==> config.mk <==
export PLATFORM = sky130hd
export DESIGN_NAME = audio_host_control_registers
export DESIGN_NICKNAME = d
export VERILOG_FILES = /design/src/hdl/audio_host_pkg.sv /design/src/hdl/audio_host_control_registers.sv
export VERILOG_INCLUDE_DIRS = /design/src /design/src/hdl
export SDC_FILE = /design/constraint.sdc
export NUM_CORES = 1
export LEC_CHECK = 0
export BUFFER_PORTS_ARGS = -buffer_cell sky130_fd_sc_hd__clkbuf_2
export CAP_MARGIN = 20
export CORE_ASPECT_RATIO = 1.5
export CORE_MARGIN = 4
export CORE_UTILIZATION = 45
export DETAILED_ROUTE_END_ITERATION = 10
export PLACE_DENSITY_LB_ADDON = 0.15
export SKIP_LAST_GASP = 1
export SYNTH_ARGS = -nofsm -noshare
export SYNTH_HDL_FRONTEND = slang
export SYNTH_SLANG_ARGS = --single-unit
==> constraint.sdc <==
create_clock -name clk_i -period 1.5 [get_ports clk_i]
set_input_delay 0.075 -clock clk_i [delete_from_list [all_inputs] [get_ports clk_i]]
set_output_delay 0.075 -clock clk_i [all_outputs]
set_load 0.01 [all_outputs]
==> src/hdl/audio_host_defs.svh <==
// Offsets, field positions, reset values and codes of the audio host control registers.
`ifndef AUDIO_HOST_DEFS_SVH
`define AUDIO_HOST_DEFS_SVH

`define AH_MC_INDEX_ADDR 12'hf94
`define AH_MC_DATA_ADDR 12'hf95
`define AH_OFS_READ_DATA 4'ha
`define AH_OFS_SOFT_RESET 4'hb
`define AH_OFS_COMMAND 4'hc
`define AH_OFS_OUT_STATUS 4'he

`define AH_IDX_BUTTON_ROUTE 8'h08
`define AH_IDX_RESERVED_A 8'h09
`define AH_IDX_RESERVED_B 8'h0a
`define AH_IDX_RESERVED_C 8'h0b
`define AH_IDX_BUTTON_STATUS 8'h0c
`define AH_IDX_SYNTH_OPTIONS 8'h0d
`define AH_IDX_GENERAL_PIN 8'h0e

`define AH_BTN_SEL_LSB 3
`define AH_SOFT_RESET_BIT 0
`define AH_FULL_BIT 7

`define AH_INDEX_RESET 8'h00
`define AH_SYNTH_RESET 5'h00
`define AH_PIN_RESET 6'h00
`define AH_CFG_RESET 7'h00

// Low six bits of the version register; the value is arbitrary.
`define AH_VERSION_CODE 6'h15

`define AH_BTN_IRQ_OFF 2'h0
`define AH_BTN_IRQ_5 2'h1
`define AH_BTN_IRQ_10 2'h2
`define AH_BTN_IRQ_11 2'h3

`endif

==> src/hdl/audio_host_pkg.sv <==
// Types shared by the audio host control register bank.
package audio_host_pkg;

  typedef struct packed {
    logic synth_test_enable;
    logic bass_boost_enable;
    logic enhanced_mode_enable;
    logic serial_dac_format;
    logic synth_source_select;
  } synth_opts_t;

  typedef struct packed {
    logic irq_sense_source;
    logic [2:0] codec_irq_select;
    logic [2:0] codec_dma_select;
  } codec_cfg_t;

  typedef struct packed {
    logic play_en;
    logic [1:0] play_chan;
    logic cap_en;
    logic [1:0] cap_chan;
  } dma_route_t;

  typedef enum logic [2:0] {
    CODEC_IRQ_OFF,
    CODEC_IRQ_7,
    CODEC_IRQ_9,
    CODEC_IRQ_10,
    CODEC_IRQ_11
  } codec_irq_code_t;

endpackage

==> src/hdl/audio_host_control_registers.sv <==
// Host register bank of the audio controller: indirect mode control, processor mailbox, codec setup.
//
// How it works
// - button IRQ routed by two-bit select.
// - external ROM status reads active low.
// - indirect registers 9-11 read as zero.
// - register 12 holds button and enable status.
// - reading register 12 clears button flags.
// - register 13 holds test, bass, enhanced bits.
// - register 13 bit 1 picks DAC format.
// - register 13 bit 0 picks synth source.
// - register 14 holds pin value/direction pairs.
// - index at F94, indirect data at F95.
// - writing bit 0 sets processor soft reset.
// - system reset clears soft reset flag.
// - processor output byte readable at A.
// - input-full set by host, cleared by processor.
// - status at C low bits mirror A.
// - host writes commands at offset C.
// - output-full set by processor, cleared by reads.
// - reading output status clears processor IRQ.
// - codec IRQ select, codes above 100 reserved.
// - codec DMA select maps play/capture channels.
// - sense bit picks normal or auto interrupt.
// - version register: channel, IRQ, version code.
// - version bit 6 shows codec IRQ active.
`timescale 1ns/100ps
`default_nettype none
`include "audio_host_defs.svh"

module audio_host_control_registers (
  input wire logic clk_i,
  input wire logic rst_i,
  input wire logic [11:0] io_addr_i,
  input wire logic io_rd_i,
  input wire logic io_wr_i,
  input wire logic [7:0] io_wdata_i,
  output logic [7:0] io_rdata_o,
  input wire logic [11:0] legacy_audio_base_i,
  input wire logic [11:0] codec_mode_base_i,
  input wire logic proc_in_take_i,
  output logic [7:0] proc_in_data_o,
  input wire logic proc_out_write_i,
  input wire logic [7:0] proc_out_data_i,
  input wire logic dma_out_read_i,
  input wire logic proc_irq_req_i,
  input wire logic proc_reset_done_i,
  output logic proc_soft_reset_o,
  output logic proc_irq_o,
  input wire logic vol_up_i,
  input wire logic vol_down_i,
  input wire logic ext_rom_select_n_i,
  input wire logic cd_iface_enabled_i,
  input wire logic auto_config_enabled_i,
  input wire logic channel_reduced_i,
  input wire logic codec_irq_i,
  output logic [2:0] button_irq_lines_o,
  output logic [3:0] codec_irq_lines_o,
  output logic codec_irq_sense_o,
  output audio_host_pkg::dma_route_t codec_dma_route_o,
  output audio_host_pkg::synth_opts_t synth_options_o,
  input wire logic [2:0] general_pin_i,
  output logic [2:0] general_pin_value_o,
  output logic [2:0] general_pin_direction_o
);
  import audio_host_pkg::*;

  logic [7:0] index_reg;
  logic [1:0] button_irq_select_reg;
  logic ext_rom_select_n_reg;
  logic cd_iface_enabled_reg;
  logic auto_config_enabled_reg;
  logic channel_reduced_reg;
  logic codec_irq_active_reg;
  logic vol_up_pressed_reg;
  logic vol_down_pressed_reg;
  logic both_buttons_pressed_reg;
  logic button_irq_pending_reg;
  logic input_buffer_full_reg;
  logic output_buffer_full_reg;
  logic [7:0] out_data_reg;
  codec_cfg_t codec_cfg_reg;
  logic [7:0] rdata_next;
  // Legacy block occupies an aligned 16-byte window, the codec block an aligned 4-byte window.
  wire hit_legacy = (io_addr_i[11:4] == legacy_audio_base_i[11:4]);
  wire hit_codec = (io_addr_i[11:2] == codec_mode_base_i[11:2]);
  wire hit_index = (io_addr_i == `AH_MC_INDEX_ADDR);
  wire hit_data = (io_addr_i == `AH_MC_DATA_ADDR);
  wire wr_index = io_wr_i && hit_index;
  wire wr_data = io_wr_i && hit_data;
  wire rd_data = io_rd_i && hit_data;
  wire wr_soft_reset = io_wr_i && hit_legacy && (io_addr_i[3:0] == `AH_OFS_SOFT_RESET);
  wire wr_command = io_wr_i && hit_legacy && (io_addr_i[3:0] == `AH_OFS_COMMAND);
  wire rd_read_data = io_rd_i && hit_legacy && (io_addr_i[3:0] == `AH_OFS_READ_DATA);
  wire rd_out_status = io_rd_i && hit_legacy && (io_addr_i[3:0] == `AH_OFS_OUT_STATUS);
  wire wr_codec_cfg = io_wr_i && hit_codec;
  wire btn_event = vol_up_i || vol_down_i;

  always_ff @(posedge clk_i)
  begin
    if (rst_i)
      index_reg <= `AH_INDEX_RESET;
    else if (wr_index)
      index_reg <= io_wdata_i;
  end
  // Straps and status levels are sampled every cycle rather than caught in reset.
  always_ff @(posedge clk_i)
  begin
    if (rst_i)
    begin
      ext_rom_select_n_reg <= 1'b1;
      cd_iface_enabled_reg <= 1'b0;
      auto_config_enabled_reg <= 1'b0;
      channel_reduced_reg <= 1'b0;
      codec_irq_active_reg <= 1'b0;
    end
    else
    begin
      ext_rom_select_n_reg <= ext_rom_select_n_i;
      cd_iface_enabled_reg <= cd_iface_enabled_i;
      auto_config_enabled_reg <= auto_config_enabled_i;
      channel_reduced_reg <= channel_reduced_i;
      codec_irq_active_reg <= codec_irq_i;
    end
  end
  always_ff @(posedge clk_i)
  begin
    if (rst_i)
      button_irq_select_reg <= `AH_BTN_IRQ_OFF;
    else if (wr_data && index_reg == `AH_IDX_BUTTON_ROUTE)
      button_irq_select_reg <= io_wdata_i[`AH_BTN_SEL_LSB +: 2];
  end
  // A press in the same cycle as the clearing read is kept: set wins over clear.
  always_ff @(posedge clk_i)
  begin
    if (rst_i)
    begin
      vol_up_pressed_reg <= 1'b0;
      vol_down_pressed_reg <= 1'b0;
      both_buttons_pressed_reg <= 1'b0;
      button_irq_pending_reg <= 1'b0;
    end
    else
    begin
      if (rd_data && index_reg == `AH_IDX_BUTTON_STATUS)
      begin
        vol_up_pressed_reg <= 1'b0;
        vol_down_pressed_reg <= 1'b0;
        both_buttons_pressed_reg <= 1'b0;
        button_irq_pending_reg <= 1'b0;
      end
      if (vol_up_i)
        vol_up_pressed_reg <= 1'b1;
      if (vol_down_i)
        vol_down_pressed_reg <= 1'b1;
      if (vol_up_i && vol_down_i)
        both_buttons_pressed_reg <= 1'b1;
      if (btn_event)
        button_irq_pending_reg <= 1'b1;
    end
  end
  always_ff @(posedge clk_i)
  begin
    if (rst_i)
      button_irq_lines_o <= 3'h0;
    else
    begin
      button_irq_lines_o[0] <= button_irq_pending_reg && button_irq_select_reg == `AH_BTN_IRQ_5;
      button_irq_lines_o[1] <= button_irq_pending_reg && button_irq_select_reg == `AH_BTN_IRQ_10;
      button_irq_lines_o[2] <= button_irq_pending_reg && button_irq_select_reg == `AH_BTN_IRQ_11;
    end
  end
  always_ff @(posedge clk_i)
  begin
    if (rst_i)
      synth_options_o <= `AH_SYNTH_RESET;
    else if (wr_data && index_reg == `AH_IDX_SYNTH_OPTIONS)
      synth_options_o <= io_wdata_i[4:0];
  end
  always_ff @(posedge clk_i)
  begin
    if (rst_i)
    begin
      general_pin_value_o <= 3'h0;
      general_pin_direction_o <= 3'h0;
    end
    else if (wr_data && index_reg == `AH_IDX_GENERAL_PIN)
    begin
      general_pin_value_o <= {io_wdata_i[5], io_wdata_i[3], io_wdata_i[1]};
      general_pin_direction_o <= {io_wdata_i[4], io_wdata_i[2], io_wdata_i[0]};
    end
  end
  // Only system reset or the processor's acknowledge ends a soft reset; a new write wins.
  always_ff @(posedge clk_i)
  begin
    if (rst_i)
      proc_soft_reset_o <= 1'b0;
    else if (wr_soft_reset && io_wdata_i[`AH_SOFT_RESET_BIT])
      proc_soft_reset_o <= 1'b1;
    else if (proc_reset_done_i)
      proc_soft_reset_o <= 1'b0;
  end

  always_ff @(posedge clk_i)
  begin
    if (rst_i)
    begin
      input_buffer_full_reg <= 1'b0;
      proc_in_data_o <= 8'h00;
    end
    else if (wr_command)
    begin
      input_buffer_full_reg <= 1'b1;
      proc_in_data_o <= io_wdata_i;
    end
    else if (proc_in_take_i)
      input_buffer_full_reg <= 1'b0;
  end

  always_ff @(posedge clk_i)
  begin
    if (rst_i)
    begin
      output_buffer_full_reg <= 1'b0;
      out_data_reg <= 8'h00;
    end
    else if (proc_out_write_i)
    begin
      output_buffer_full_reg <= 1'b1;
      out_data_reg <= proc_out_data_i;
    end
    else if (rd_read_data || dma_out_read_i)
      output_buffer_full_reg <= 1'b0;
  end

  always_ff @(posedge clk_i)
  begin
    if (rst_i)
      proc_irq_o <= 1'b0;
    else if (proc_irq_req_i)
      proc_irq_o <= 1'b1;
    else if (rd_out_status)
      proc_irq_o <= 1'b0;
  end
  always_ff @(posedge clk_i)
  begin
    if (rst_i)
      codec_cfg_reg <= `AH_CFG_RESET;
    else if (wr_codec_cfg)
      codec_cfg_reg <= io_wdata_i[6:0];
  end
  // Reserved interrupt codes leave every line quiet.
  always_ff @(posedge clk_i)
  begin
    if (rst_i)
      codec_irq_lines_o <= 4'h0;
    else
    begin
      codec_irq_lines_o <= 4'h0;
      unique case (codec_cfg_reg.codec_irq_select)
        CODEC_IRQ_7: codec_irq_lines_o[0] <= codec_irq_active_reg;
        CODEC_IRQ_9: codec_irq_lines_o[1] <= codec_irq_active_reg;
        CODEC_IRQ_10: codec_irq_lines_o[2] <= codec_irq_active_reg;
        CODEC_IRQ_11: codec_irq_lines_o[3] <= codec_irq_active_reg;
        default: codec_irq_lines_o <= 4'h0;
      endcase
    end
  end

  always_ff @(posedge clk_i)
  begin
    if (rst_i)
    begin
      codec_dma_route_o <= '0;
      codec_irq_sense_o <= 1'b0;
    end
    else
    begin
      codec_irq_sense_o <= codec_cfg_reg.irq_sense_source;
      unique case (codec_cfg_reg.codec_dma_select)
        3'h0: codec_dma_route_o <= {1'b0, 2'h0, 1'b0, 2'h0};
        3'h1: codec_dma_route_o <= {1'b1, 2'h0, 1'b0, 2'h0};
        3'h2: codec_dma_route_o <= {1'b1, 2'h1, 1'b0, 2'h0};
        3'h3: codec_dma_route_o <= {1'b1, 2'h3, 1'b0, 2'h0};
        3'h4: codec_dma_route_o <= {1'b0, 2'h0, 1'b1, 2'h1};
        3'h5: codec_dma_route_o <= {1'b1, 2'h0, 1'b1, 2'h1};
        3'h6: codec_dma_route_o <= {1'b1, 2'h1, 1'b1, 2'h0};
        3'h7: codec_dma_route_o <= {1'b1, 2'h3, 1'b1, 2'h0};
      endcase
    end
  end

  // Pins set as inputs read the pad; pins set as outputs read back the driven value.
  wire [2:0] pin_read = (general_pin_direction_o & general_pin_value_o)
    | (~general_pin_direction_o & general_pin_i);

  always_comb
  begin
    rdata_next = 8'h00;
    if (hit_index)
      rdata_next = index_reg;
    else if (hit_data)
    begin
      unique case (index_reg)
        `AH_IDX_BUTTON_ROUTE: rdata_next = {3'h0, button_irq_select_reg, 2'h0,
          ext_rom_select_n_reg};
        `AH_IDX_BUTTON_STATUS: rdata_next = {cd_iface_enabled_reg, vol_up_pressed_reg,
          vol_down_pressed_reg, both_buttons_pressed_reg, button_irq_pending_reg,
          auto_config_enabled_reg, 2'h0};
        `AH_IDX_SYNTH_OPTIONS: rdata_next = {3'h0, synth_options_o};
        `AH_IDX_GENERAL_PIN: rdata_next = {2'h0, pin_read[2], general_pin_direction_o[2],
          pin_read[1], general_pin_direction_o[1], pin_read[0],
          general_pin_direction_o[0]};
        default: rdata_next = 8'h00;
      endcase
    end
    else if (hit_legacy && io_addr_i[3:0] == `AH_OFS_READ_DATA)
      rdata_next = out_data_reg;
    else if (hit_legacy && io_addr_i[3:0] == `AH_OFS_COMMAND)
      rdata_next = {input_buffer_full_reg, out_data_reg[6:0]};
    else if (hit_legacy && io_addr_i[3:0] == `AH_OFS_OUT_STATUS)
      rdata_next = {output_buffer_full_reg, out_data_reg[6:0]};
    else if (hit_codec)
      rdata_next = {channel_reduced_reg, codec_irq_active_reg, `AH_VERSION_CODE};
  end

  always_ff @(posedge clk_i)
  begin
    if (rst_i)
      io_rdata_o <= 8'h00;
    else if (io_rd_i)
      io_rdata_o <= rdata_next;
    else
      io_rdata_o <= 8'h00;
  end
endmodule

`default_nettype wire

==> metrics.md, run 1 <==
| Metric | Value |
|---|---|
| Outcome | completed |
| Hpwl dp | between 7000 and 8000 um |
| Reg2reg setup slack | 40 ps |
| Number of routed nets with antenna violations | 0 |
| Die Ht | roughly 110 um |
| Clock skew | 6.678 ps |
| Critical R2R Launch | index_reg[1] |
| Initial Utilization | 46.68% |
| Wire per inst | around 15 um |
| DRT iter0 DRCs | 135 |
| Max IR drop VDD | 0.0006401 V |
| Net count, final | 595 |
| Pleak | 0.002325 uW |
| Tmin final | 1464 ps |
| First-pass GRT wire length | 15,070 um |
| CTS tree | done |
| Final wirelength | 9410 um |
| Share of layout cells above drive strength 1 | a little under two fifths |
| Crit path kind | flop to flop |
| Core area | around 7300 um2 |
| Largest net degree at the start of global routing | 29 |
| Tot GR Track Use | 21.61% |
| Final period util | between 90% and 100% |
| Source of the critical timing path | index_reg[1] |
| Via count | 3,165 |
| Post-Syn Area | approximately 3400 um2 |
| Yosys cell types | 52 |
| Synthesized area per cell | roughly 9.6 um2 |
| CTS clk-pin slew, worst paths | 80 ps |
| Finished Core Util | 65.81% |
| Pwr dens | 857.0 nW/um2 |
| Post-synth EDFFs | 0 |
| Hold Crit Class | input port to flop |
| RR Endpoint | io_rdata_o[4] |
| Arr. time, crit path | 1680 ps |
| Max-Cap Viols | 0 |
| Placed Instances | 592 |
| Worst setup SP type | flop |
| Top FF cell, synth | dfxtp_1 |
| Antenna diode count | 0 |
| Seq/Total Area, Yosys | 45.68% |
| Die W | 79.16 um |
| Clock buffers created by TritonCTS | 9 |
| FP Rows | 38 |
| Post-synth ARST share | 0% |
| IO buf count | 106 |
| Vias in the first global route | 3,217 |
| Max-slew violations | 0 |
| Worst Hold Depth | 3 |
| Grt ovf | 0 |
| Cell Count, Final, Fillers Out | 629 |
| Via/cell ratio | 5.032 |
| Final Hold Fails | 0 |
| Synth Instances | around 360 |
| Worst skew pair latency | 350 ps |
| Worst reg2reg path depth | 7 |
| Clock sink total | 78 |
| Fmax | 0.6829 GHz |
| Detailed Routing Iterations Pass 1 | 4 |
| Initial antenna violation count | 0 |
| RSZ-0062 raised after global routing | yes |
| Placed Area | 4372 um2 |
| Final RePlAce weighted congestion | 0.8486 |
| Fin area | 4818 um2 |
| Die ar. | 9083 um2 |
| DRC | 0 |
| Register bit total from synthesis | 78 |
| Setup TNS Final | 0 ps |
| Crit path required time | ~1700 ps |
| CTS root buf | clkbuf_8 |
| Yosys warns | 0 |
| Final Setup Violations | 0 |
| Crit. End Element | flop |
| Post-synth net total | 426 |
| Crit Path Max Fanout | 11 |
| Worst Setup EP | io_rdata_o[4] |
| Area Growth Syn to Fin | 40.96% |
| IO Pins | 114 |
| CTS Buffer Depth | 2 |
| CTS H-tree depth | 3 |
[per-layer routing]
layer | vias up | global-route usage [%] | part of all wire, %
met5 | - | 0 | 0
met4 | 0 | 9.060 | 3.0
met3 | 19 | 4.624 | 4.5
met2 | 88 | 41.68 | 55
met1 | 1479 | 22.01 | 37
li1 | 1579 | - | -
[power breakdown]
part	internal [uW]	switching, uW
Clock	825	773
Combinational	210	203
Sequential	2100	18.8
Total	3130	995
[Yosys cell counts, drive strengths merged (2+ instances only)]
cell	instances	share of area [%]
dfxtp	78	46
nor2	59	6.5
mux2i	50	15
a21oi	14	2.0
nand2	13	1.5
nand3	13	2.0
o21ai	13	1.9
clkbuf	11	1.5
nor2b	10	1.8
xor2	10	2.6
nand4	8	2.0
xnor2	8	2.0
nand2b	6	1.1
buf	5	1.0
nor4	5	2.0
a31oi	4	0.73
and2	4	0.73
and3	4	0.73
inv	4	0.44
nor3b	4	0.88
nor4b	4	1.0
a211oi	3	0.81
a22oi	3	0.81
nor3	3	0.44
a32oi	2	0.51
or2	2	0.37
or4	2	0.59
[worst max-delay path, cell delays in order (launching register included)]
cell	delay (ps)
dfxtp_1	420
buf_12	150
nor2b_2	50
buf_4	140
nand3_1	70
o21ai_0	100
o21ai_0	260
a31oi_1	140
[what timing repair did]
action,CTS,global route
setup endpoints to repair,7,21
buffers inserted,0,1
endpoints found under the hold margin,23,0
resized for setup,3,8
cloned,0,0
hold buffers,20,0
pin swaps,2,2
[metrics by stage]
stage	setup slack (ps)	total power, uW	hold slack (ps)
floorplan	27.66	2332	178.8
global placement	-241.7	2532	269.5
detailed placement	-251.7	2538	271.0
CTS	9.630	4163	39.55
global route	-40.17	4272	75.68
finish	35.68	4129	53.85
[cell type report]
cell class | instances | area (um2)
clock buffers | 12 | 145.1
flip-flops and latches | 78 | 1564
clock inverters | 4 | 55.05
fillers | 641 | 2504
inverters | 5 | 18.77
multi-input cells | 256 | 1790
well taps | 100 | 125.1
repair buffers | 174 | 1120
[how the worst min path moves through the flow]
stage / startpoint / to / slack (ps)
final: io_wdata_i[1] / index_reg[1] / 50
after floorplan: ext_rom_select_n_i / ext_rom_select_n_reg / 180
after CTS: dma_out_read_i / output_buffer_full_reg / 40
after global placement: ext_rom_select_n_i / ext_rom_select_n_reg / 270
after detailed placement: ext_rom_select_n_i / ext_rom_select_n_reg / 270
after global routing: rst_i / proc_soft_reset_o / 80
[layout by cell type (no fill, tap or decap), drive strengths merged, types with 2 or more instances in the layout]
master       count
a211oi           3
nand2           13
xor2            10
buf             48
clkbuf         118
or4              2
clkinv           2
nor3             3
nor3b            4
nand3           13
inv              5
o21ai           13
a32oi            2
nor4b            4
nand2b           6
nand4            8
nor4             5
dlygate4sd3     20
a22oi            3
mux2i           50
xnor2            8
dfxtp           78
a21oi           14
a31oi            4
and2             4
and3             4
nor2            59
or2              2
nor2b           10
[cells by family (layout without fill, tap and decap cells)]
kind of cell,after synthesis,count (layout),share of synthesized area (%)
buffers and inverters,21,195,3.074
XOR/XNOR,18,18,4.612
multiplexers,50,50,14.64
other,1,1,0.1097
AO/OA/AOI/OAI,45,45,8.455
flip-flops,78,78,45.68
AND/OR/NAND/NOR,142,142,23.43
Note: power is estimated with default switching activity, not from simulation.
==> run 2, diff against run 1 <==
--- a/config.mk
+++ b/config.mk
@@ -6,11 +6,14 @@
 export SDC_FILE = /design/constraint.sdc
 export NUM_CORES = 1
 export LEC_CHECK = 0
+export ABC_AREA = 1
 export BUFFER_PORTS_ARGS = -buffer_cell sky130_fd_sc_hd__clkbuf_2
 export CAP_MARGIN = 20
+export CELL_PAD_IN_SITES_DETAIL_PLACEMENT = 0
+export CELL_PAD_IN_SITES_GLOBAL_PLACEMENT = 2
 export CORE_ASPECT_RATIO = 1.5
 export CORE_MARGIN = 4
-export CORE_UTILIZATION = 45
+export CORE_UTILIZATION = 24
 export DETAILED_ROUTE_END_ITERATION = 10
 export PLACE_DENSITY_LB_ADDON = 0.15
 export SKIP_LAST_GASP = 1
==> metrics.md, run 2 <==
| Metric | Value |
|---|---|
| Tmin final | 1449 ps |
| Hold Crit Class | input port to flop |
| Max Used Layer | met4 |
| Final period util | 96.63% |
| Most common cell in the synthesized netlist | nand2_1 |
| Largest net degree at the start of global routing | 31 |
| Crit. End Element | flop |
| CTS root buf | clkbuf_16 |
| Critical Path Max Stage Delay | 400 ps |
| Final worst setup slack | 50.52 ps |
| WL met3 | 473 um |
| DRC | 0 |
| Pleak | 0.002331 uW |
| Arr. time, crit path | between 1500 and 2000 ps |
| Detailed Routing Iterations Pass 1 | 4 |
| DRT iter0 DRCs | 106 |
| Initial antenna violation count | 0 |
| Clock skew | 5.680 ps |
| Initial Utilization | between 20% and 30% |
| Share of layout cells above drive strength 1 | 30.84% |
| Register bit total from synthesis | 78 |
| Largest area contributor in the netlist | dfxtp_1 |
| Tot GR Track Use | a little over an eighth |
| Most common cell after layout, fill and taps aside | clkbuf_2 |
| Critical Path, Cell by Cell | inv_1 > nor3_4 > nand2_4 > buf_4 > o22ai_1 > nand3_1 > a31oi_1 |
| Die W | 107.1 um |
| Final Hold Fails | 0 |
| Crit Path Max Fanout | 5 |
| Source of the critical timing path | index_reg[1] |
| Synth cell count leaders | nand2_1, dfxtp_1, inv_1 |
| Final wirelength | 11,200 um |
| Post-Syn Area | between 3000 and 4000 um2 |
| Crit path required time | approximately 1800 ps |
| Vias in the first global route | ~3,500 |
| Final Setup Violations | 0 |
| Via count | roughly 3,600 |
| Worst reg2reg path depth | 7 |
| Max-slew violations | 0 |
| IO buf count | 106 |
| Met2 wire len | 5763 um |
| Die ar. | 16,760 um2 |
| Yosys warns | 0 |
| Area Growth Syn to Fin | 43.71% |
| Reg2reg setup slack | 50 ps |
| Worst Setup EP | io_rdata_o[1] |
| Dpl ws | -18.45 ps |
| Setup TNS Final | 0 ps |
| Critical R2R Launch | index_reg[1] |
| Number of routed nets with antenna violations | 0 |
| Antenna diode count | 0 |
| RSZ-0062 raised after global routing | yes |
| Main area contributors after synthesis | dfxtp_1, nand2_1, inv_1 |
| CTS clk-pin slew, worst paths | roughly 60 ps |
| Fin area | 5076 um2 |
| Crit path kind | flop to flop |
| Die Ht | between 150 and 200 um |
| FP Rows | 54 |
| Clock sink total | 78 |
| Post-synth top area share | 44.21% |
| Crit-path slowest cell | dfxtp_2 |
| Post-synth EDFFs | 0 |
| Max-Cap Viols | 0 |
| Postcts setup bufs | 0 |
| Placed Area | 4516 um2 |
| Wire per inst | 13.16 um |
| IO Pins | approximately 110 |
| Synth Instances | 492 |
| Via/cell ratio | 4.249 |
| CTS Buffer Depth | 2 |
| Pwr dens | 922.6 nW/um2 |
| Post-synth ARST share | 0% |
| Net count, final | 722 |
| RR Endpoint | io_rdata_o[1] |
| Post-synth net total | 563 |
| Worst setup SP type | flop |
| Max IR drop VDD | 0.0004214 V |
| Core area | 14,530 um2 |
| First-pass GRT wire length | 17,760 um |
| Grt ovf | 0 |
| CTS H-tree depth | 3 |
| Fmax | between 0.6 and 0.7 GHz |
| Most frequent cells in the layout | clkbuf_2, nand2_1, dfxtp_1 |
| Outcome | completed |
| Final RePlAce weighted congestion | 0.7965 |
| Clock buffers created by TritonCTS | 9 |
| Top FF cell, synth | dfxtp_1 |
| Worst skew pair latency | about 340 ps |
| Wire length on met1 | approximately 4700 um |
| Hpwl dp | approximately 9000 um |
| Yosys cell types | 38 |
| Seq/Total Area, Yosys | 44.21% |
| CTS tree | done |
| Synthesized area per cell | 7.179 um2 |
| Fillcell total | 1,601 |
## run 2: changes by cell type after synthesis, moves of 6 or more
| cell | before | now |
|---|---|---|
| nor3_1 | 3 | 23 |
| o21ai_0 | 13 | 40 |
| a211oi_2 | 1 | 8 |
| nand2b_1 | 6 | 0 |
| nand3_1 | 12 | 18 |
| nor2b_1 | 10 | 0 |
| xor2_1 | 10 | 3 |
| inv_1 | 4 | 73 |
| a21oi_1 | 14 | 37 |
| mux2i_1 | 50 | 0 |
| nand2_1 | 12 | 83 |
## run 2: worst min path at each step
stage	slack [ps]	depth (start not counted)	start	endpoint
final	10	3	vol_up_i	vol_up_pressed_reg
after detailed placement	270	2	ext_rom_select_n_i	ext_rom_select_n_reg
after CTS	0.6	3	vol_up_i	vol_up_pressed_reg
after global routing	30	3	vol_up_i	vol_up_pressed_reg
after floorplan	180	1	ext_rom_select_n_i	ext_rom_select_n_reg
after global placement	260	2	ext_rom_select_n_i	ext_rom_select_n_reg
## run 2: worst max-delay path, delay by kind of cell (launching register included)
kind            cells  cell delay (ps)
flops               1              400
simple gates        3              360
buf+inv             2              240
compound gates      2              360
## run 2: cells by family (layout without fill, tap and decap cells)
group / Yosys count / in the layout / synth area share (%)
XOR/XNOR: 8 / 8 / 1.984
AND/OR/NAND/NOR: 213 / 213 / 26.89
other: 1 / 1 / 0.1062
buffers and inverters: 92 / 255 / 10.31
AO/OA/AOI/OAI: 100 / 100 / 16.51
flip-flops: 78 / 78 / 44.21
## run 2: timing repair
action | 4_1_cts | 5_1_grt
endpoints found under the setup margin | 1 | 21
hold buffers | 19 | 0
resized for setup | 3 | 28
hold endpoints to repair | 19 | 0
pin swaps | 0 | 10
## run 2: metal layers
| layer | up-vias | global-route usage [%] |
|---|---|---|
| met5 | - | 0 |
| met4 | 0 | 5.424 |
| met3 | 14 | 2.683 |
| met2 | 94 | 24.50 |
| met1 | 1602 | 15.69 |
| li1 | 1906 | - |
## run 2: power by group
part | total [uW] | internal, uW | switching, uW
Clock | 2180 | 1320 | 858
Sequential | 2120 | 2100 | 17.6
Combinational | 385 | 172 | 214
Total | 4680 | 3590 | 1090
## run 2: layout make-up
cell class	instances	area [um2]	area share, %
clock inverters	4	47.55	0.9367
multi-input cells	322	1670	32.91
flip-flops and latches	78	1572	30.96
inverters	78	296.5	5.842
repair buffers	162	1002	19.74
well taps	196	245.2	4.831
clock buffers	11	242.7	4.782
## run 2: per-stage QoR
step | util [%] | power (uW) | std cells | hold slack [ps]
after floorplan | - | 2336 | 492 | 178.8
after global placement | 31.09 | 2523 | 817 | 261.2
after detailed placement | 31.09 | 2524 | 817 | 266.0
after CTS | 34.42 | 4754 | 851 | 0.6062
after global routing | 34.94 | 4884 | 851 | 30.79
final | 34.94 | 4683 | 851 | 9.960
==> run 3, diff against run 2 <==
--- a/config.mk
+++ b/config.mk
@@ -9,14 +9,14 @@
 export ABC_AREA = 1
 export BUFFER_PORTS_ARGS = -buffer_cell sky130_fd_sc_hd__clkbuf_2
 export CAP_MARGIN = 20
-export CELL_PAD_IN_SITES_DETAIL_PLACEMENT = 0
-export CELL_PAD_IN_SITES_GLOBAL_PLACEMENT = 2
 export CORE_ASPECT_RATIO = 1.5
 export CORE_MARGIN = 4
-export CORE_UTILIZATION = 24
+export CORE_UTILIZATION = 46
 export DETAILED_ROUTE_END_ITERATION = 10
 export PLACE_DENSITY_LB_ADDON = 0.15
 export SKIP_LAST_GASP = 1
+export SLEW_MARGIN = 20
 export SYNTH_ARGS = -nofsm -noshare
 export SYNTH_HDL_FRONTEND = slang
 export SYNTH_SLANG_ARGS = --single-unit
+export TNS_END_PERCENT = 100
==> metrics.md, run 3 (synthesized netlist as in run 2, its figures left out) <==
| Metric | Value |
|---|---|
| Crit-path slowest cell | dfxtp_4 |
| Outcome | finished, violations left |
| FP Rows | 38 |
| Clock buffers created by TritonCTS | 9 |
| Postcts setup bufs | 0 |
| CTS Buffer Depth | 2 |
| Share of layout cells above drive strength 1 | 29.64% |
| Cell Count, Final, Fillers Out | 741 |
| RSZ-0062 raised after global routing | yes |
| DRT iter0 DRCs | 122 |
| Clock sink total | 78 |
| Max-Cap Viols | 0 |
| Failing checks | negative setup slack |
| IO Pins | 114 |
| Initial antenna violation count | 0 |
| CTS tree | done |
| CTS clk-pin slew, worst paths | 80 ps |
| Worst reg2reg path depth | 9 |
| Detailed Routing Iterations Pass 1 | 4 |
| CTS root buf | clkbuf_8 |
| Final RePlAce weighted congestion | 0.9476 |
| Pwr dens | approximately 820 nW/um2 |
| Source of the critical timing path | index_reg[1] |
| Tot GR Track Use | 21.08% |
| Final worst setup slack | -14.49 ps |
| Crit path required time | 1770 ps |
| Cell mode on critical path | nor2_1 |
| DRC | 0 |
| Max-slew violations | 0 |
| Crit path kind | flop to flop |
| Initial Utilization | 47.93% |
| Die Ht | 115.3 um |
| Fmax | approximately 0.66 GHz |
| Critical R2R Launch | index_reg[1] |
| Final period util | 101.0% |
| Via/cell ratio | 4.853 |
| CTS H-tree depth | 3 |
| Worst Setup EP | io_rdata_o[4] |
| Worst setup SP type | flop |
| Critical Path, Cell by Cell | inv_1 > nand2_1 > nor2_2 > nand2_2 > o21ai_1 > nor2_1 > nor2_1 > nor2_1 > a21oi_1 |
| Most frequent cells in the layout | clkbuf_2, nand2_1, dfxtp_1 |
| Tmin final | 1514 ps |
| Grt ovf | 0 |
| Via count | 3,596 |
| Antenna diode count | 0 |
| Largest net degree at the start of global routing | 31 |
| Core area | approximately 7400 um2 |
| RR Endpoint | io_rdata_o[4] |
| Area Growth Syn to Fin | 34.22% |
| Placed Instances | 705 |
| Final wirelength | 9245 um |
| Crit. End Element | flop |
| Final Setup Violations | 1 |
| Wire per inst | around 12 um |
| Worst Hold Slack | 19.85 ps |
| Die W | 79.55 um |
| Number of routed nets with antenna violations | 0 |
| Vias in the first global route | 3,433 |
| IO buf count | 106 |
| Clock skew | between 10 and 15 ps |
| Die ar. | 9173 um2 |
| Most common cell after layout, fill and taps aside | clkbuf_2 |
| Pwr Total | 3896 uW |
| Max IR drop VDD | approximately 0.00076 V |
| Worst skew pair latency | 360 ps |
| Net count, final | 707 |
| Critical Path Max Stage Delay | 360 ps |
| Reg2reg setup slack | -10 ps |
| Arr. time, crit path | 1780 ps |
| Hold Crit Class | input port to flop |
| Pleak | roughly 0.0022 uW |
| First-pass GRT wire length | ~15,000 um |
| Hpwl dp | 7051 um |
| Crit Path Max Fanout | 6 |
| Final Hold Fails | 0 |
-- run 3: cell count changes in the layout (fill, tap and decap cells not counted), sizes merged --
| cell | delta |
|---|---|
| buf | -16 |
| clkinvlp | +2 |
| bufinv | -1 |
| clkbuf | -1 |
| clkinv | +1 |
| dlygate4sd3 | +1 |
-- run 3: metrics by stage --
step / cell area [um2] / setup slack (ps) / util, % / TNS, ps
finish: 4741 / -14.49 / 64.33 / -14.49
detailed placement: 4275 / -21.70 / 58.01 / -21.70
global placement: 4275 / 25.05 / 58.01 / 0
global route: 4741 / -157.6 / 64.33 / -370.9
CTS: 4651 / 23.54 / 63.11 / 0
floorplan: 3532 / 176.8 / - / 0
-- run 3: cell type report --
cell class / instances / area (um2)
Clock buffer: 10 / 137.6
Clock inverter: 6 / 37.54
Fill cell: 673 / 2629
Inverter: 78 / 296.5
Multi-Input combinational cell: 322 / 1682
Sequential cell: 78 / 1574
Tap cell: 100 / 125.1
Timing Repair Buffer: 147 / 888.4
-- run 3: critical path, delay by kind of cell, from the launching register on --
kind | cells | cell delay, ps
AO/OA/AOI/OAI | 2 | 360
buffers and inverters | 1 | 110
flip-flops | 1 | 360
AND/OR/NAND/NOR | 6 | 590
-- run 3: how the worst min path moves through the flow --
stage	startpoint	endpoint	slack, ps	cells after the start
after global routing	io_wdata_i[6]	proc_in_data_o[6]	40	3
final	io_wdata_i[7]	proc_in_data_o[7]	20	3
after floorplan	ext_rom_select_n_i	ext_rom_select_n_reg	180	1
after CTS	io_wdata_i[7]	proc_in_data_o[7]	10	3
after global placement	ext_rom_select_n_i	ext_rom_select_n_reg	260	2
after detailed placement	ext_rom_select_n_i	ext_rom_select_n_reg	270	2
-- run 3: where the power goes --
| group | switching, uW | internal, uW | leakage (uW) |
|---|---|---|---|
| registers | 17.2 | 2100 | 0.000636 |
| clock network | 772 | 635 | 0.0000841 |
| logic | 205 | 169 | 0.00147 |
-- run 3: per-layer routing --
| metal | track usage, % | share of wire, % | vias to the layer above |
|---|---|---|---|
| li1 | - | - | 1870 |
| met2 | 38.37 | 52 | 112 |
| met5 | 0 | 0 | - |
| met4 | 10.67 | 3.2 | 0 |
| met1 | 21.93 | 38 | 1590 |
| met3 | 5.486 | 6.8 | 24 |
-- run 3: timing repair --
| action | in CTS | in global routing |
|---|---|---|
| hold buffers | 20 | 0 |
| endpoints found under the hold margin | 21 | 0 |
| endpoints found under the setup margin | 0 | 20 |
| gates resized for setup | 0 | 33 |
